### config.mk
export PLATFORM = sky130hd
export DESIGN_NAME = ffp_core
export DESIGN_NICKNAME = d
export VERILOG_FILES = /design/src/ffp_pkg.sv /design/src/ffp_core.sv
export VERILOG_INCLUDE_DIRS = /design/src /design/src/src
export SDC_FILE = /design/constraint.sdc
export NUM_CORES = 1
export LEC_CHECK = 0
export ABC_AREA = 1
export BUFFER_PORTS_ARGS = -buffer_cell sky130_fd_sc_hd__buf_4
export CAP_MARGIN = 20
export CORE_MARGIN = 10
export CORE_UTILIZATION = 55
export DETAILED_ROUTE_END_ITERATION = 7
export PLACE_DENSITY = 0.85
export SYNTH_ARGS = -nofsm -noshare
export SYNTH_HDL_FRONTEND = slang
export SYNTH_SLANG_ARGS = --single-unit
### constraint.sdc
create_clock -name sys_clk -period 3 [get_ports sys_clk]
set_clock_uncertainty 0.05 [all_clocks]
set_input_delay 0.3 -clock sys_clk [delete_from_list [all_inputs] [get_ports sys_clk]]
set_output_delay 0.3 -clock sys_clk [all_outputs]
set_load 0.01 [all_outputs]
### src/ffp_cfg.svh
`ifndef FFP_CFG_SVH
`define FFP_CFG_SVH
`define FFP_PC_W 13
`define FFP_INSN_W 16
`define FFP_DATA_W 8
`define FFP_PC_RST 13'h0000
`define FFP_PC_ONE 13'h0001
`define FFP_ACC_RST 8'h00
`define FFP_QPC_RST 4'h8
`define FFP_INSN_NOP 16'h0000
`define FFP_OP_MSB 15
`define FFP_OP_LSB 12
`define FFP_ARG_MSB 7
`define FFP_TGT_MSB 12
`define FFP_LONG_BIT 11
`define FFP_SRC_FAST_INTERNAL_RC_OSC 2'h0
`define FFP_SRC_SLOW_INTERNAL_RC_OSC 2'h1
`define FFP_SRC_LXT 2'h2
`endif

### src/ffp_pkg.sv
package ffp_pkg;
	typedef enum logic [1:0]
	{
		PH_T1 = 2'b00,
		PH_T2 = 2'b01,
		PH_T3 = 2'b10,
		PH_T4 = 2'b11
	} ffp_phase_t;
	typedef enum logic [3:0]
	{
		OP_NOP = 4'h0,
		OP_ADD = 4'h1,
		OP_SUB = 4'h2,
		OP_AND = 4'h3,
		OP_OR = 4'h4,
		OP_XOR = 4'h5,
		OP_RR = 4'h6,
		OP_RL = 4'h7,
		OP_INC = 4'h8,
		OP_DEC = 4'h9,
		OP_MOV = 4'hA,
		OP_SZ = 4'hB,
		OP_PCL = 4'hC,
		OP_JMP = 4'hD,
		OP_CALL = 4'hE,
		OP_CPL = 4'hF
	} ffp_op_t;
	typedef struct packed
	{
		logic t1;
		logic t2;
		logic t3;
		logic t4;
	} ffp_phases_t;
	typedef struct packed
	{
		logic [12:0] addr;
		logic req;
	} ffp_fetch_t;
endpackage

### src/ffp_core.sv
// Notes on behaviour
// - Four non-overlapping phases in fixed order
// - One four-phase pass is one cycle
// - PC advances and fetch at phase one
// - Phases two to four decode, execute
// - Fetch next overlaps execute of current
// - PC-loading instructions take extra cycle
// - Branch: fetch target, then transfer
// - Long instructions two cycles, branches too
// - Eight-bit ALU covers instruction operations
// - Data flows through accumulator and ALU
// - Clock source selectable from three oscillators
// - Taken skip (long bit clear) discards prefetch, dummy cycle
// - PC low write jumps in page
`include "ffp_cfg.svh"
module ffp_core
	import ffp_pkg::*;
(
	// Clock and reset
	input wire logic sys_clk,
	input wire logic rst_n,
	// Oscillator clocks (each rising edge is one phase tick) and select
	input wire logic fast_internal_rc_osc,
	input wire logic slow_internal_rc_osc,
	input wire logic slow_crystal_osc,
	input wire logic [1:0] osc_sel,
	// Program memory
	output ffp_fetch_t fetch_q,
	input wire logic [`FFP_INSN_W-1:0] insn_rdata,
	// Data memory operand
	input wire logic [`FFP_DATA_W-1:0] mem_rdata,
	// Status
	output ffp_phases_t quarter_phase_clocks_q,
	output logic [`FFP_PC_W-1:0] pc_q,
	output logic [`FFP_DATA_W-1:0] acc_q,
	output logic carry_q,
	output logic zero_q,
	output logic dummy_q
);
	// ----------------------------------------
	// Clock source and phase generator
	// ----------------------------------------
	logic [2:0] osc_s1_q, osc_s2_q, osc_s3_q;
	logic [2:0] osc_s1_d, osc_s2_d, osc_s3_d;
	logic tick;
	ffp_phase_t phase_q, phase_d;
	ffp_phases_t qpc_d;
	always_comb
	begin
		osc_s1_d = {slow_crystal_osc, slow_internal_rc_osc, fast_internal_rc_osc};
		osc_s2_d = osc_s1_q;
		osc_s3_d = osc_s2_q;
		case (osc_sel)
			`FFP_SRC_FAST_INTERNAL_RC_OSC: tick = osc_s2_q[0] & ~osc_s3_q[0];
			`FFP_SRC_SLOW_INTERNAL_RC_OSC: tick = osc_s2_q[1] & ~osc_s3_q[1];
			`FFP_SRC_LXT: tick = osc_s2_q[2] & ~osc_s3_q[2];
			default: tick = osc_s2_q[0] & ~osc_s3_q[0];
		endcase
		phase_d = phase_q;
		if (tick)
		begin
			case (phase_q)
				PH_T1: phase_d = PH_T2;
				PH_T2: phase_d = PH_T3;
				PH_T3: phase_d = PH_T4;
				PH_T4: phase_d = PH_T1;
				default: phase_d = PH_T1;
			endcase
		end
		qpc_d.t1 = (phase_d == PH_T1);
		qpc_d.t2 = (phase_d == PH_T2);
		qpc_d.t3 = (phase_d == PH_T3);
		qpc_d.t4 = (phase_d == PH_T4);
	end
	always_ff @(posedge sys_clk or negedge rst_n)
	begin
		if (!rst_n)
		begin
			osc_s1_q <= 3'h0;
			osc_s2_q <= 3'h0;
			osc_s3_q <= 3'h0;
			phase_q <= PH_T1;
			quarter_phase_clocks_q <= `FFP_QPC_RST;
		end
		else
		begin
			osc_s1_q <= osc_s1_d;
			osc_s2_q <= osc_s2_d;
			osc_s3_q <= osc_s3_d;
			phase_q <= phase_d;
			quarter_phase_clocks_q <= qpc_d;
		end
	end
	// ----------------------------------------
	// Fetch, decode and execute
	// ----------------------------------------
	logic start_t1, end_t1, exec_t4;
	logic [`FFP_INSN_W-1:0] ir_q, ir_d;
	logic ir_vld_q, ir_vld_d;
	logic [`FFP_INSN_W-1:0] pf_q, pf_d;
	logic pf_vld_q, pf_vld_d;
	logic redirect_q, skip_q;
	logic [1:0] stall_q, stall_d;
	logic [`FFP_PC_W-1:0] pc_d;
	logic [`FFP_DATA_W-1:0] acc_d, arg;
	logic [`FFP_DATA_W:0] sum;
	logic carry_d, zero_d, dummy_d;
	ffp_fetch_t fetch_d;
	ffp_op_t op;
	logic redirect, skip;
	logic [`FFP_PC_W-1:0] target;
	always_comb
	begin
		start_t1 = tick && (phase_q == PH_T4);
		end_t1 = tick && (phase_q == PH_T1);
		exec_t4 = tick && (phase_q == PH_T3);
		op = ffp_op_t'(ir_q[`FFP_OP_MSB:`FFP_OP_LSB]);
		arg = ir_q[`FFP_ARG_MSB:0] ^ mem_rdata;
		target = ir_q[`FFP_TGT_MSB:0];
		ir_d = ir_q;
		ir_vld_d = ir_vld_q;
		pf_d = pf_q;
		pf_vld_d = pf_vld_q;
		stall_d = stall_q;
		pc_d = pc_q;
		acc_d = acc_q;
		carry_d = carry_q;
		zero_d = zero_q;
		dummy_d = dummy_q;
		fetch_d = fetch_q;
		sum = {1'b0, acc_q};
		redirect = 1'b0;
		skip = 1'b0;
		if (exec_t4 && ir_vld_q && !dummy_q && stall_q == 2'h0)
		begin
			case (op)
				OP_ADD: sum = {1'b0, acc_q} + {1'b0, arg};
				OP_SUB: sum = {1'b0, acc_q} - {1'b0, arg};
				OP_AND: sum = {1'b0, acc_q & arg};
				OP_OR: sum = {1'b0, acc_q | arg};
				OP_XOR: sum = {1'b0, acc_q ^ arg};
				OP_RR: sum = {acc_q[0], carry_q, acc_q[`FFP_DATA_W-1:1]};
				OP_RL: sum = {acc_q, carry_q};
				OP_INC: sum = {1'b0, acc_q} + 9'h001;
				OP_DEC: sum = {1'b0, acc_q} - 9'h001;
				OP_MOV: sum = {1'b0, arg};
				OP_CPL: sum = {1'b0, ~acc_q};
				OP_SZ: skip = (arg == `FFP_ACC_RST);
				OP_PCL: redirect = 1'b1;
				OP_JMP, OP_CALL: redirect = 1'b1;
				default: sum = {1'b0, acc_q};
			endcase
			if (op inside {OP_ADD, OP_SUB, OP_RR, OP_RL, OP_INC, OP_DEC})
				carry_d = sum[`FFP_DATA_W];
			acc_d = sum[`FFP_DATA_W-1:0];
			zero_d = (sum[`FFP_DATA_W-1:0] == `FFP_ACC_RST);
			if (op == OP_PCL)
				pc_d = {pc_q[`FFP_PC_W-1:`FFP_DATA_W], ir_q[`FFP_ARG_MSB:0]};
			else if (redirect)
				pc_d = target;
			if (ir_q[`FFP_LONG_BIT] && !redirect)
				stall_d = 2'h1;
		end
		if (start_t1)
		begin
			dummy_d = redirect_q || skip_q;
			if (stall_q != 2'h0)
			begin
				// Idle cycle, prefetched word kept for later
				stall_d = stall_q - 2'h1;
				ir_vld_d = 1'b0;
			end
			else
			begin
				ir_d = pf_q;
				ir_vld_d = pf_vld_q;
				fetch_d.addr = pc_q;
				fetch_d.req = 1'b1;
				pc_d = pc_q + `FFP_PC_ONE;
			end
		end
		if (end_t1 && fetch_q.req)
		begin
			pf_d = insn_rdata;
			pf_vld_d = 1'b1;
			fetch_d.req = 1'b0;
		end
	end
	always_ff @(posedge sys_clk or negedge rst_n)
	begin
		if (!rst_n)
		begin
			ir_q <= `FFP_INSN_NOP;
			ir_vld_q <= 1'b0;
			pf_q <= `FFP_INSN_NOP;
			pf_vld_q <= 1'b0;
			stall_q <= 2'h0;
			pc_q <= `FFP_PC_RST;
			acc_q <= `FFP_ACC_RST;
			carry_q <= 1'b0;
			zero_q <= 1'b0;
			dummy_q <= 1'b0;
			fetch_q <= '0;
			redirect_q <= 1'b0;
			skip_q <= 1'b0;
		end
		else
		begin
			ir_q <= ir_d;
			ir_vld_q <= ir_vld_d;
			pf_q <= pf_d;
			pf_vld_q <= pf_vld_d;
			stall_q <= stall_d;
			pc_q <= pc_d;
			acc_q <= acc_d;
			carry_q <= carry_d;
			zero_q <= zero_d;
			dummy_q <= dummy_d;
			fetch_q <= fetch_d;
			if (exec_t4)
			begin
				redirect_q <= redirect;
				skip_q <= skip;
			end
			else if (start_t1 && stall_q == 2'h0)
			begin
				redirect_q <= 1'b0;
				skip_q <= 1'b0;
			end
		end
	end
endmodule

==> qor.csv <==
metric,value,unit
status,"finished, final reports clean",
Worst R2R Path Depth,19,
total wire length,16.29,mm
slowest cell on the critical path,dfrtp_1,
Final Wtd Congestion,0.9939,
Fill cells,825,
P_int,0.003829,W
core footprint,9774,sq um
Main synth FF type,dfrtp_1,
Cell variety after synth,37,
CTS tree,done,
Final Slew Violations,0,
xor and xnor area share after synthesis,0.02223,
"Net Count, Synth",817,
crit share post-route,0.9531,
Initial Util,0.5643,
CTS H-tree depth,3,
TNS Setup,0,ns
CTS Buffer Depth,2,
hpwl dp,11.89,mm
"Hold Vio Cnt, Final",0,
Max-Cap Viols,0,
Storage cell area,2281,sq um
Clk network pwr share,0.119,
Root Buffer,clkbuf_8,
clk slew on worst S/H paths,0.11,ns
sequential share of power,0.289,
Max Fanout on Critical Path,5,
drt wl/cell,16.41,um
Layout area overhead,23.23,%
simple-gate share of the synthesized area,0.3133,
Die W,120.1,um
register area share after synthesis,0.4131,
leakage,3.591,nW
Slew headroom,0.5547,
TritonCTS Sinks,91,
Residual DRC,0,
YS warnings,0,
Mapped Area,5515,sq um
nature of the critical path endpoint,flip-flop,
Max rail drop VDD,0.5849,mV
Num CTS Buffers,9,
largest cells by area after synthesis,"dfrtp_1, nand2_1, o21ai_0",
number of global-route vias before repair,5261,
Synth Area in Compound Gates,0.1062,
multi-input gate area in the final layout,2994,sq um
final worst path period need,2.859,ns
"count leader, synth",nand2_1,
diode count,0,
Mean Syn Cell Area,7.286,sq um
Die Ht,120.1,um
capture point of the worst path,zero_q,
initial antenna violation count,0,
critical path's largest stage delay,0.44,ns
critical path launch point,ir_q[1],
"Cell Chain, Critical Path","xnor2_2, ha_2, nand3_4, nor2_4, xor2_1, nand2_1, nand2_1, ha_4, nand2_1, inv_1, a21oi_2, nand3b_1, nand3_1, nand2_1, nand2_1, nand2_1, nor2_2, nand3_1, nand2_1",
Worst EP arrival,3.12,ns
Setup CP Type,flip-flop to flip-flop,
most common library cells after synthesis,"nand2_1, dfrtp_1, inv_1",
utilization after layout,0.6953,
#FFs+latches synth,91,
Finish-stage setup viols,0,
Yosys top cell area share,0.4083,
sw frac,0.4817,
"EDFF count, synth",0,
Via-to-Cell Ratio,5.484,
post-synth top area cell,dfrtp_1,
Pre-antenna DRT Iters,5,
reg2reg setup slack,0.14,ns
RSZ-0062 raised after global routing,yes,
Tot GR Track Use,0.2255,
Detail Route Antenna Nets,0,
Worst Hold Class,input pin to flip-flop,
first-pass GRT wire length,26.68,mm
DR iter-0 viols,596,
proportion of synthesized area in mux cells,0,
row count,36,
Adder-Cell Fraction of Synth Area,0.06715,
share of cells above drive strength 1,0.2116,
Fmax,0.3497,GHz
Die ar.,14430,sq um
Reg2Reg Launch Point,ir_q[1],
Cells after Synth,757,
main combinational cell family by area after synthesis,simple AND/OR/NAND/NOR gates,
via count,5446,
WP data required,3.26,ns
Psw,0.003558,W
PD cells,1087,nW/um^2
Synth async-reset ratio,1.000,
Gate power share,0.592,
reg2reg end,zero_q,
Most common cell on crit path,nand2_1,
IO Count,73,
CP Launch Type,flip-flop,
worst-margin pin slew,0.6655,ns
clk_lat worst skew,0.37,ns
GRT overflow,0,
final-stage net count,916,
largest net degree at the start of global routing,92,
port bufs,72,
==> kinds of logic (layout without fill, tap and decap cells) <==
kind of cell | after synthesis | after routing
adders and majority gates | 29 | 29
DFF | 91 | 91
buffers and inverters | 112 | 215
and+or+nand+nor | 400 | 400
xor gates and xnor gates | 14 | 14
AOI/OAI and AO/OA | 111 | 111
==> cell type report <==
cell class / instances / area share
Tap cell: 133 / 0.02448
Clock inverter: 6 / 0.01049
Multi-Input combinational cell: 554 / 0.4405
Timing Repair Buffer: 103 / 0.1171
Sequential cell: 91 / 0.3356
Inverter: 97 / 0.05357
Clock buffer: 9 / 0.01823
==> stage by stage <==
stage / cells / power (W) / setup WS [ns] / hold slack, ns / cell area, sq um
CTS: 986 / 0.006889 / 0.002953 / 0.06684 / 6561
global placement: 967 / 0.005890 / 0.02737 / 0.2836 / 6319
detailed placement: 967 / 0.005986 / -0.02780 / 0.2905 / 6319
global route: 993 / 0.008030 / -0.03716 / 0.05716 / 6797
floorplan: 757 / 0.004555 / 0.4029 / -0.04559 / 5515
finish: 993 / 0.007387 / 0.1408 / 0.07256 / 6797
==> sequential cells by signal, summed over array words and instances (netlist names), named ones only <==
signal	cells
ir_q	16
carry_q	1
skip_q	1
redirect_q	1
ir_vld_q	1
osc_s2_q	3
osc_s1_q	3
stall_q	1
zero_q	1
fetch_q	14
quarter_phase_clocks_q	4
phase_q	2
pf_q	16
osc_s3_q	3
pc_q	13
pf_vld_q	1
acc_q	8
dummy_q	1
==> metal layers <==
metal	vias to the layer above	track usage	wire length, um
met5	-	0	0
met4	0	0.05128	254
met3	30	0.04688	1225
met2	215	0.3635	7595
met1	2596	0.3052	7215
li1	2605	-	-
==> how the worst min path moves through the flow <==
stage,start,to,cells past startpoint
final,insn_rdata[10],pf_q[10],3
after global routing,insn_rdata[10],pf_q[10],3
after CTS,insn_rdata[10],pf_q[10],3
after detailed placement,osc_s1_q[2],osc_s2_q[2],0
after global placement,osc_s1_q[0],osc_s2_q[0],0
after floorplan,rst_n,asynchronous set/reset pin,0
==> critical path: cells and delay by family, from the launching register on <==
kind	cells	cell delay (ns)
flops	1	0.44
compound gates	1	0.14
buf+inv	1	0.05
simple gates	13	1.13
fa+ha+maj	2	0.53
xor+xnor	2	0.48
==> power by group through the flow <==
stage	Sequential [W]	Clock [W]	Combinational [W]
6_report	0.00213	0.000877	0.00438
5_1_grt	0.00219	0.000932	0.00491
4_1_cts	0.00211	0.000886	0.00389
3_5_place_dp	0.00213	0	0.00386
3_3_place_gp	0.00210	0	0.00379
2_1_floorplan	0.00211	0	0.00244
==> what timing repair did <==
| item | in CTS | in global routing |
|---|---|---|
| pin swaps | 0 | 19 |
| hold buffers | 4 | 0 |
| hold endpoints to repair | 93 | 0 |
| resized for setup | 1 | 44 |
| buffers inserted | 0 | 7 |
| endpoints found under the setup margin | 2 | 6 |
==> cell usage in the layout (no fill, tap or decap), types with 2 or more instances in the layout <==
| master | n |
|---|---|
| nor2_2 | 8 |
| dlygate4sd3_1 | 4 |
| ha_4 | 4 |
| nor3_2 | 2 |
| or2_2 | 2 |
| o22ai_1 | 3 |
| buf_4 | 98 |
| inv_1 | 87 |
| nor3_1 | 5 |
| dfrtp_2 | 2 |
| dfrtp_1 | 88 |
| o21ai_0 | 70 |
| nand3_1 | 47 |
| nand3_4 | 3 |
| inv_2 | 9 |
| clkbuf_8 | 9 |
| a31oi_1 | 4 |
| inv_6 | 2 |
| a21oi_2 | 3 |
| a21oi_1 | 16 |
| nand3_2 | 3 |
| nand2_1 | 248 |
| xor2_1 | 11 |
| nor2_1 | 49 |
| nand3b_1 | 3 |
| o211ai_1 | 2 |
| nand4_1 | 6 |
| nand2_2 | 13 |
| o21ai_1 | 5 |
| ha_1 | 23 |
| o21ai_2 | 4 |
| nor2_4 | 6 |
(Power assumes the default switching activity.)
